$ cat src/hdl/csd_pkg.sv
// Package: register map, fields, codes and timing of the change detector
package csd_pkg;

  // ----------------------------------------------------------------
  // Register byte offsets
  // ----------------------------------------------------------------
  localparam logic [7:0] A_MEM_ADDR = 8'h00;
  localparam logic [7:0] A_MEM_DATA = 8'h04;
  localparam logic [7:0] A_MEM_CMD = 8'h08;
  localparam logic [7:0] A_TIMER = 8'h0c;
  localparam logic [7:0] A_CMD = 8'h10;
  localparam logic [7:0] A_STATUS = 8'h14;
  localparam logic [7:0] A_IRQ_SRC = 8'h18;
  localparam logic [7:0] A_IRQ_MASK = 8'h1c;
  localparam logic [7:0] A_QUEUE = 8'h20;
  localparam logic [7:0] A_MODE = 8'h24;

  // ----------------------------------------------------------------
  // Field positions
  // ----------------------------------------------------------------
  localparam int B_SSR = 7;
  localparam int B_ST = 6;
  localparam int B_CFR = 4;
  localparam int B_SFI = 6;
  localparam int B_TAC = 3;
  localparam int B_MAC = 7;
  localparam int B_RWS = 7;
  localparam int B_OPERATING_MODE_BIT0 = 0;
  localparam int B_DIR = 7;

  // ----------------------------------------------------------------
  // Reset values
  // ----------------------------------------------------------------
  localparam logic [7:0] RST_TIMER = 8'h00;
  localparam logic [7:0] RST_STATUS = 8'h05;
  localparam logic [7:0] RST_IRQ_MASK = 8'h00;
  localparam logic [7:0] RST_MODE = 8'h00;

  // ----------------------------------------------------------------
  // Memory operation and channel codes
  // ----------------------------------------------------------------
  localparam logic [2:0] OP_CODE_WR = 3'h7;
  localparam logic [3:0] OP_DATA = 4'h9;
  localparam logic [3:0] CODE_CI = 4'h7;
  localparam logic [3:0] CODE_SIG6 = 4'ha;
  localparam logic [3:0] CODE_SIG8 = 4'hb;
  localparam logic [7:0] MSK_CI = 8'h3c;
  localparam logic [7:0] MSK_SIG6 = 8'hfc;
  localparam logic [7:0] MSK_SIG8 = 8'hff;

  // ----------------------------------------------------------------
  // Queue and timing
  // ----------------------------------------------------------------
  localparam logic [3:0] Q_DEPTH = 4'h9;
  localparam int FRAME_US = 125;
  localparam int TICK_US = 250;
  localparam int CLK_MHZ = 100;
  localparam int TICK_CYC = TICK_US * CLK_MHZ;

endpackage : csd_pkg

$ cat src/hdl/csd_top.sv
// Control/signaling change detector with AHB-Lite register slave
//
// Design decisions made here: the AHB-Lite slave port and the address map.
`timescale 1ns/1ps

module csd_top #(
  parameter int TICK_CYCLES = csd_pkg::TICK_CYC
) (
  input wire logic ref_clk,
  input wire logic rst,
  input wire logic ce,
  input wire logic hsel,
  input wire logic [31:0] haddr,
  input wire logic [1:0] htrans,
  input wire logic hwrite,
  input wire logic [2:0] hsize,
  input wire logic [31:0] hwdata,
  input wire logic hready,
  output logic hreadyout,
  output logic hresp,
  output logic [31:0] hrdata,
  input wire logic frame_sync,
  input wire logic up_valid,
  input wire logic [6:0] up_slot,
  input wire logic [7:0] up_value,
  output logic up_ready,
  input wire logic [6:0] ds_slot,
  output logic [7:0] ds_data,
  output logic timer_tick,
  output logic irq_pin_n
);

  // ----------------------------------------------------------------
  // Declarations
  // ----------------------------------------------------------------
  logic [7:0] cm_data [0:255];
  logic [3:0] cm_code [0:255];
  logic [7:0] queue [0:8];
  logic [3:0] q_rd_ff, q_wr_ff, q_cnt_ff, nxt_q_cnt;
  logic wr_pend_ff;
  logic [7:0] wr_addr_ff;
  logic [7:0] hrdata_ff;
  logic [7:0] mem_addr_ff, mem_data_ff, mem_cmd_ff;
  logic mem_busy_ff;
  logic [7:0] timer_set_ff, mode_ff, mask_ff;
  logic run_ff;
  logic [14:0] pre_ff;
  logic [6:0] unit_ff;
  logic due_ff, window_ff;
  logic [7:0] ds_data_ff;
  logic acc, rd_acc, mapped, rd_q, pop;
  logic [7:0] wd;
  logic wr_timer, wr_cmd, wr_mode, wr_mdata, wr_mcmd;
  logic tick;
  logic [7:0] even_a, odd_a, msk, v, act, stab;
  logic [3:0] code_e;
  logic is_ci, is_sup, sup_go, ci_chg, sup_chg, need_q, q_full;
  logic up_take, push, clr, exec;
  logic [7:0] push_addr;
  logic [7:0] ds_a;

  // ----------------------------------------------------------------
  // Bus decode
  // ----------------------------------------------------------------
  assign acc = ce & hsel & htrans[1] & hready;
  assign rd_acc = acc & ~hwrite;
  assign mapped = (haddr[31:8] == 24'h000000) & (haddr[1:0] == 2'b00);
  assign rd_q = rd_acc & mapped & (haddr[7:0] == csd_pkg::A_QUEUE);
  assign pop = rd_q & (q_cnt_ff != 4'h0);
  assign wd = hwdata[7:0];
  assign wr_timer = ce & wr_pend_ff & (wr_addr_ff == csd_pkg::A_TIMER);
  assign wr_cmd = ce & wr_pend_ff & (wr_addr_ff == csd_pkg::A_CMD);
  assign wr_mode = ce & wr_pend_ff & (wr_addr_ff == csd_pkg::A_MODE);
  assign wr_mdata = ce & wr_pend_ff & (wr_addr_ff == csd_pkg::A_MEM_DATA);
  assign wr_mcmd = ce & wr_pend_ff & (wr_addr_ff == csd_pkg::A_MEM_CMD);
  assign clr = wr_cmd & wd[csd_pkg::B_CFR];

  // Zero-wait slave: every transfer completes in its first data cycle
  assign hreadyout = 1'b1;
  assign hresp = 1'b0;
  assign hrdata = {24'h000000, hrdata_ff};

  always_ff @(posedge ref_clk) begin
    if (rst) begin
      wr_pend_ff <= 1'b0;
      wr_addr_ff <= 8'h00;
    end else if (ce && hready) begin
      wr_pend_ff <= acc & hwrite & mapped;
      wr_addr_ff <= haddr[7:0];
    end
  end

  // ----------------------------------------------------------------
  // Read data, latched in the address phase
  // ----------------------------------------------------------------
  always_ff @(posedge ref_clk) begin
    if (rst) begin
      hrdata_ff <= 8'h00;
    end else if (rd_acc) begin
      hrdata_ff <= 8'h00;
      if (mapped) begin
        unique case (haddr[7:0])
          csd_pkg::A_MEM_ADDR: hrdata_ff <= mem_addr_ff;
          csd_pkg::A_MEM_DATA: hrdata_ff <= mem_data_ff;
          csd_pkg::A_MEM_CMD: hrdata_ff <= mem_cmd_ff;
          csd_pkg::A_STATUS: begin
            hrdata_ff <= csd_pkg::RST_STATUS;
            hrdata_ff[csd_pkg::B_TAC] <= run_ff;
            hrdata_ff[csd_pkg::B_MAC] <= mem_busy_ff;
          end
          csd_pkg::A_IRQ_SRC: begin
            hrdata_ff[csd_pkg::B_SFI] <= q_cnt_ff != 4'h0;
          end
          csd_pkg::A_IRQ_MASK: hrdata_ff <= mask_ff;
          csd_pkg::A_QUEUE: begin
            // Empty queue answers with the valid bit low
            if (q_cnt_ff != 4'h0) begin
              hrdata_ff <= queue[q_rd_ff];
            end
          end
          csd_pkg::A_MODE: hrdata_ff <= mode_ff;
          default: hrdata_ff <= 8'h00;
        endcase
      end
    end
  end

  // ----------------------------------------------------------------
  // Software registers
  // ----------------------------------------------------------------
  always_ff @(posedge ref_clk) begin
    if (rst) begin
      timer_set_ff <= csd_pkg::RST_TIMER;
      mode_ff <= csd_pkg::RST_MODE;
      mask_ff <= csd_pkg::RST_IRQ_MASK;
      mem_addr_ff <= 8'h00;
      mem_cmd_ff <= 8'h00;
    end else if (ce && wr_pend_ff) begin
      if (wr_addr_ff == csd_pkg::A_TIMER) begin
        timer_set_ff <= wd;
      end
      if (wr_addr_ff == csd_pkg::A_MODE) begin
        mode_ff <= wd;
      end
      if (wr_addr_ff == csd_pkg::A_IRQ_MASK) begin
        mask_ff <= wd;
      end
      if (wr_addr_ff == csd_pkg::A_MEM_ADDR) begin
        mem_addr_ff <= wd;
      end
      if (wr_mcmd) begin
        mem_cmd_ff <= wd;
      end
    end
  end

  // Data register is also the target of a memory read operation
  always_ff @(posedge ref_clk) begin
    if (rst) begin
      mem_data_ff <= 8'h00;
    end else if (ce) begin
      if (exec && mem_cmd_ff[csd_pkg::B_RWS]) begin
        mem_data_ff <= cm_data[mem_addr_ff];
      end else if (wr_mdata) begin
        mem_data_ff <= wd;
      end
    end
  end

  // Busy holds an operation until the upstream side leaves memory free
  assign exec = mem_busy_ff & ~up_take;
  always_ff @(posedge ref_clk) begin
    if (rst) begin
      mem_busy_ff <= 1'b0;
    end else if (ce) begin
      if (wr_mcmd) begin
        mem_busy_ff <= 1'b1;
      end else if (exec) begin
        mem_busy_ff <= 1'b0;
      end
    end
  end

  // ----------------------------------------------------------------
  // Timer
  // ----------------------------------------------------------------
  assign tick = run_ff & (pre_ff == 15'(TICK_CYCLES - 1)) &
                (unit_ff == timer_set_ff[6:0]);
  assign timer_tick = tick;

  always_ff @(posedge ref_clk) begin
    if (rst) begin
      run_ff <= 1'b0;
    end else if (ce) begin
      if (wr_timer || !mode_ff[csd_pkg::B_OPERATING_MODE_BIT0]) begin
        run_ff <= 1'b0;
      end else if (wr_cmd && wd[csd_pkg::B_ST]) begin
        run_ff <= 1'b1;
      end
    end
  end

  always_ff @(posedge ref_clk) begin
    if (rst) begin
      pre_ff <= 15'h0000;
      unit_ff <= 7'h00;
    end else if (ce) begin
      if (!run_ff) begin
        pre_ff <= 15'h0000;
        unit_ff <= 7'h00;
      end else if (pre_ff == 15'(TICK_CYCLES - 1)) begin
        pre_ff <= 15'h0000;
        unit_ff <= tick ? 7'h00 : unit_ff + 7'h01;
      end else begin
        pre_ff <= pre_ff + 15'h0001;
      end
    end
  end

  // ----------------------------------------------------------------
  // Last-look window: opened for one whole frame per period, or for every frame while SSR is set
  // ----------------------------------------------------------------
  always_ff @(posedge ref_clk) begin
    if (rst) begin
      due_ff <= 1'b0;
      window_ff <= 1'b0;
    end else if (ce) begin
      if (tick) begin
        due_ff <= 1'b1; // A tick in the frame edge cycle is kept
      end else if (frame_sync) begin
        due_ff <= 1'b0;
      end
      if (frame_sync) begin
        window_ff <= timer_set_ff[csd_pkg::B_SSR] | due_ff;
      end
    end
  end

  // ----------------------------------------------------------------
  // Upstream change detection
  // ----------------------------------------------------------------
  assign even_a = {1'b1, up_slot[6:1], 1'b0};
  assign odd_a = {1'b1, up_slot[6:1], 1'b1};
  assign code_e = cm_code[even_a];
  assign act = cm_data[even_a];
  assign stab = cm_data[odd_a];
  assign is_ci = code_e == csd_pkg::CODE_CI;
  assign is_sup = (code_e == csd_pkg::CODE_SIG6) |
                  (code_e == csd_pkg::CODE_SIG8);
  assign msk = is_ci ? csd_pkg::MSK_CI :
               (code_e == csd_pkg::CODE_SIG6) ? csd_pkg::MSK_SIG6 :
               csd_pkg::MSK_SIG8;
  assign v = up_value & msk;
  assign ci_chg = is_ci & (v != act);
  assign sup_go = is_sup & window_ff;
  assign sup_chg = sup_go & (v == act) & (v != stab);
  assign need_q = ci_chg | sup_chg;
  assign q_full = q_cnt_ff == csd_pkg::Q_DEPTH;
  // Held off rather than dropped, so the source retries the change
  // Only an offered change stalls; an idle bus never shows a stall
  assign up_ready = ~(up_valid & need_q & q_full);
  assign up_take = ce & up_valid & up_ready & mode_ff[csd_pkg::B_OPERATING_MODE_BIT0];
  assign push = up_take & need_q;
  assign push_addr = ci_chg ? even_a : odd_a;

  always_ff @(posedge ref_clk) begin
    if (ce) begin
      if (up_take && (ci_chg || sup_go)) begin
        cm_data[even_a] <= v;
        if (sup_chg) begin
          cm_data[odd_a] <= v;
        end
      end else if (exec && !mem_cmd_ff[csd_pkg::B_RWS]) begin
        if (mem_cmd_ff[6:4] == csd_pkg::OP_CODE_WR) begin
          cm_code[mem_addr_ff] <= mem_cmd_ff[3:0];
          cm_data[mem_addr_ff] <= mem_data_ff;
        end else if (mem_cmd_ff[6:3] == csd_pkg::OP_DATA) begin
          cm_data[mem_addr_ff] <= mem_data_ff;
        end
      end
    end
  end

  // ----------------------------------------------------------------
  // Change address queue
  // ----------------------------------------------------------------
  always_comb begin
    nxt_q_cnt = q_cnt_ff;
    if (clr) begin
      nxt_q_cnt = {3'h0, push}; // Entry pushed during clear survives
    end else if (push && !pop) begin
      nxt_q_cnt = q_cnt_ff + 4'h1;
    end else if (pop && !push) begin
      nxt_q_cnt = q_cnt_ff - 4'h1;
    end
  end

  always_ff @(posedge ref_clk) begin
    if (rst) begin
      q_cnt_ff <= 4'h0;
      q_rd_ff <= 4'h0;
      q_wr_ff <= 4'h0;
    end else if (ce) begin
      q_cnt_ff <= nxt_q_cnt;
      if (clr) begin
        q_rd_ff <= 4'h0;
        q_wr_ff <= push ? 4'h1 : 4'h0;
      end else begin
        if (pop) begin
          q_rd_ff <= (q_rd_ff == 4'h8) ? 4'h0 : q_rd_ff + 4'h1;
        end
        if (push) begin
          q_wr_ff <= (q_wr_ff == 4'h8) ? 4'h0 : q_wr_ff + 4'h1;
        end
      end
    end
  end

  always_ff @(posedge ref_clk) begin
    if (ce && push) begin
      queue[clr ? 4'h0 : q_wr_ff] <= {1'b1, push_addr[6:0]};
    end
  end

  // ----------------------------------------------------------------
  // Interrupt pin and downstream repeat
  // ----------------------------------------------------------------
  assign irq_pin_n = ~((q_cnt_ff != 4'h0) &
                       ~mask_ff[csd_pkg::B_SFI]);

  assign ds_a = {1'b0, ds_slot[6:1], 1'b0};
  always_ff @(posedge ref_clk) begin
    if (rst) begin
      ds_data_ff <= 8'hff;
    end else if (ce) begin
      if (cm_code[ds_a] == csd_pkg::CODE_CI ||
          cm_code[ds_a] == csd_pkg::CODE_SIG6 ||
          cm_code[ds_a] == csd_pkg::CODE_SIG8) begin
        ds_data_ff <= cm_data[ds_a];
      end else begin
        ds_data_ff <= 8'hff;
      end
    end
  end
  assign ds_data = ds_data_ff;

endmodule : csd_top

$ cat config.mk
export PLATFORM = sky130hd
export DESIGN_NAME = csd_top
export DESIGN_NICKNAME = d
export VERILOG_FILES = /design/src/hdl/csd_pkg.sv /design/src/hdl/csd_top.sv
export SDC_FILE = /design/constraint.sdc
export NUM_CORES = 2
export LEC_CHECK = 0
export BUFFER_PORTS_ARGS = -buffer_cell sky130_fd_sc_hd__buf_2
export CORE_ASPECT_RATIO = 0.5
export CORE_MARGIN = 4
export CORE_UTILIZATION = 25
export DETAILED_ROUTE_END_ITERATION = 6
export PLACE_DENSITY = 0.41
export SYNTH_ARGS = -nofsm -noshare
export SYNTH_HDL_FRONTEND = slang
export SYNTH_SLANG_ARGS = --single-unit
$ cat constraint.sdc
create_clock -name ref_clk -period 8.25 [get_ports ref_clk]
set_input_delay 1.65 -clock ref_clk [delete_from_list [all_inputs] [get_ports ref_clk]]
set_output_delay 1.65 -clock ref_clk [all_outputs]
set_load 0.01 [all_outputs]
==> impl_results.md <==
* Post-CTS Hold Buffers at 0
* Worst Hold Margin at 0.455 ns
* Area growth, synth to finish at 17.7%
* H-tree depth at 5
* Total track usage at 0.206
* DIE WIDTH at 1050 um
* Synthesized flop and latch total at roughly 2700
* Number of global-route vias before repair at approximately 86000
* Fin. max-slew vios at 0
* TritonCTS Buffers at roughly 300
* Ys async rst share at 0
* Antenna-violating nets left at 0
* Setup violators final at 0
* Synth warnings at 0
* # DRC at 0
* Most frequent cells in the layout: edfxtp_1 (2623), mux2_2 (1101), mux4_2 (1035)
* Worst Clk Skew at between 0.07 and 0.08 ns
* CP bufs+invs at 4
* Yosys top cell by area: edfxtp_1
* Pre-CTS setup slack at 0.133 ns
* Clock root cell: clkbuf_16
* Unrepaired setup endpoints after global routing: no
* Endpoints failing hold at 0
* Post-CTS Resized at 0
* CP startpoint kind: input pin
* Hold WC Path Type: flop to flop
* Average routed wire per standard cell at 37.6 um
* Slew headroom at 0.125
* Cells after DPL at 15400
* Clk_lat worst skew at 0.98 ns
* Reg2reg setup slack at 2.47 ns
* EDFF count, synth at about 2600
* Number of detailed-route iterations in the first pass at 6
* Cell repeated most along the worst path: buf_4
* Overflow after GRT at 0
* Mapped cell area at 137000 um^2
* Cell Rows at about 190
* Hold wc startpoint: wr_addr_ff[7]
* Cells after Synth at 8017
* RD Place Congestion at 0.974
* Die height at approximately 530 um
* Worst reg2reg startpoint: cm_data[162][0]
* First-pass GRT wire length at about 800000 um
* Worst-path clk slew at 0.06 ns
* Largest net degree at the start of global routing at approximately 170
* Yosys top cell area share at 0.576
* Period utilisation layout at 0.985
* Num Clock Sinks at 2746
* Crit path largest cell delay at between 0.7 and 0.8 ns
* Number of vias per cell at 5.47
* Setup crit end kind: output port
* R2R Path End: cm_data[255][4]
* Peak VDD IR at around 0.16 mV
* Total Power at 31.0 mW
* Avg Cell Area, Syn at between 15 and 20 um^2
* Antenna violations before repair at 48
* Register share of total power at 0.489
* Required @ worst endpoint at around 6.6 ns
* Crit path time final at between 8 and 9 ns
* Delay-heaviest family, CP: compound AO/OA/AOI/OAI gates
* Worst Setup SP: up_slot[2]
* CP max stage cell: a221oi_1
* Top post-synthesis cells by area: edfxtp_1 (58%), mux4_2 (17%), mux2_2 (9.1%)
* Layout cell share with drive strength beyond 1 at 0.442
* Hold EP: wr_addr_ff[7]
* CTS tree: yes
* Power per cell area at 193 nW/um^2
* Hpwl dp at 406000 um
* Commonest non-fill, non-tap cell in the layout: edfxtp_1
* Hold path depth at 2
* Logic pwr share at 0.062
* Fmax at 123 MHz
* Setup CP Type: input pin to output port
* Status: finished clean
* Vias at 87000
* Ports at ~140
* Leak at ~48 nW
* Internal at 23.7 mW
* Worst Reg-to-Reg Cells at 14
* Post-layout worst setup margin at 0.122 ns
* Max cap viols at 0
* Distinct cells, synth at 105
* Clock share of power at 0.449
* Switching Fraction at 0.233
* Final #Nets at 8525
* Synth Flop Type: edfxtp_1
* Bufs on Longest Clock Path at 4
* Fin Setup TNS at 0 ns
* Switching power at approximately 7.2 mW
* Critical path arrival at 6.48 ns
* Drt total wl at 597000 um
* CORE AREA at ~540000 um^2
* Largest fanout on the critical path at 33
* Die ar. at 559000 um^2
* Initial Util at 0.252
* Post-CTS Setup Bufs at 0
* Initial detailed-routing violation count at 11400
* Tightest Pin Transition at approximately 1.3 ns
* Sequential-to-total area share from yosys stat at 0.594
* Crit path cell chain: buf_8 > or2_2 > buf_4 > o221ai_1 > a221oi_1 > buf_4 > a21oi_1 > a22o_1 > o31ai_1 > xor2_1 > or3_1 > o211ai_2 > nand2_2 > nand2_1 > buf_2
* IO buf count at 87
* Non-filler cells, final at 15900
==> synth_stat cells (20+ instances only) <==
master	number
buf_4	80
nand2b_1	21
inv_1	20
nor4_1	193
o221ai_1	67
a31oi_1	37
mux2i_1	207
nand3_2	37
nor3_1	126
buf_2	94
buf_1	134
a21oi_1	96
nand4_2	73
nor2b_1	41
mux4_2	1035
o41ai_1	27
a221oi_1	66
mux2_1	32
a22o_1	20
edfxtp_1	2623
a22oi_1	62
nor2_1	201
dfxtp_1	123
clkbuf_1	528
nand3_1	71
a221o_1	25
xnor2_1	20
o21ai_0	118
nand4_1	25
mux2_2	1101
o22ai_1	93
nand2_1	212
==> power by group through the flow <==
stage / clock network (mW) / registers, mW / logic (mW)
2_1_floorplan: 0 / 15.5 / 1.03
3_3_place_gp: 0 / 15.5 / 1.86
3_5_place_dp: 0 / 15.5 / 1.87
4_1_cts: 14.2 / 15.2 / 1.87
5_1_grt: 14.8 / 15.1 / 1.95
6_report: 13.9 / 15.2 / 1.91
==> layout make-up <==
type / instances / area (um^2)
Fill cell: 53900 / 382000
Sequential cell: 2746 / 81300
Multi-Input combinational cell: 4415 / 52500
Tap cell: 7237 / 9050
Timing Repair Buffer: 927 / 8180
Clock buffer: 367 / 7970
Clock inverter: 165 / 1690
Inverter: 25 / 100
Antenna cell: 10 / 25.0
==> layer usage <==
layer / wire, um / vias to the layer above / share of wire / track usage
met5: 142 / - / 0.00024 / 0
met2: 261000 / 4163 / 0.44 / 0.313
met3: 48600 / 912 / 0.081 / 0.0440
met4: 26000 / 22 / 0.044 / 0.0745
met1: 261000 / 47600 / 0.44 / 0.291
li1: - / 34300 / - / -
==> worst max-delay path by stage <==
| stage | to | slack (ns) | depth (start not counted) |
|---|---|---|---|
| 2_1_floorplan | cm_data[158][0] | 1.90 | 19 |
| 6_report | up_ready | 0.12 | 15 |
| 5_1_grt | up_ready | 0.16 | 15 |
| 4_1_cts | up_ready | 0.27 | 15 |
| 3_3_place_gp | cm_data[255][0] | 0.13 | 16 |
| 3_5_place_dp | cm_data[255][0] | 0.13 | 16 |
==> flip-flops by register name, summed over array words and instances (netlist names), 15 cells and up, named ones only <==
name / count
pre_ff: 15
cm_data: 2048
queue: 63
cm_code: 512
==> worst register-to-register path, stage by stage, from the launching register on <==
cell and delay, ns:
edfxtp_1 0.38, mux2_2 0.16, o221ai_1 0.24, a22o_1 0.33
a22oi_1 0.75, a41oi_1 0.43, o21a_1 0.29, a21oi_1 0.22
o2111a_1 0.28, o211ai_2 0.26, buf_4 0.27, nor2_1 0.22
buf_12 0.18, nand3_1 0.34, o21ai_1 1.04
==> per-stage QoR <==
step	area [um^2]	utilization
after floorplan	137000	-
after global placement	151000	0.278
after detailed placement	151000	0.278
after CTS	161000	0.296
after global routing	161000	0.296
final	161000	0.296
==> logic make-up after synthesis <==
logic type,count (synthesis),share of synthesized area
AOI/OAI and AO/OA,830,0.0453
xor gates and xnor gates,37,0.00237
adders and majority gates,9,0.000879
buffers and inverters,880,0.0283
DFF,2746,0.594
muxes,2375,0.279
other,2,0.0000550
and+or+nand+nor,1138,0.0495
(Power assumes the default switching activity.)
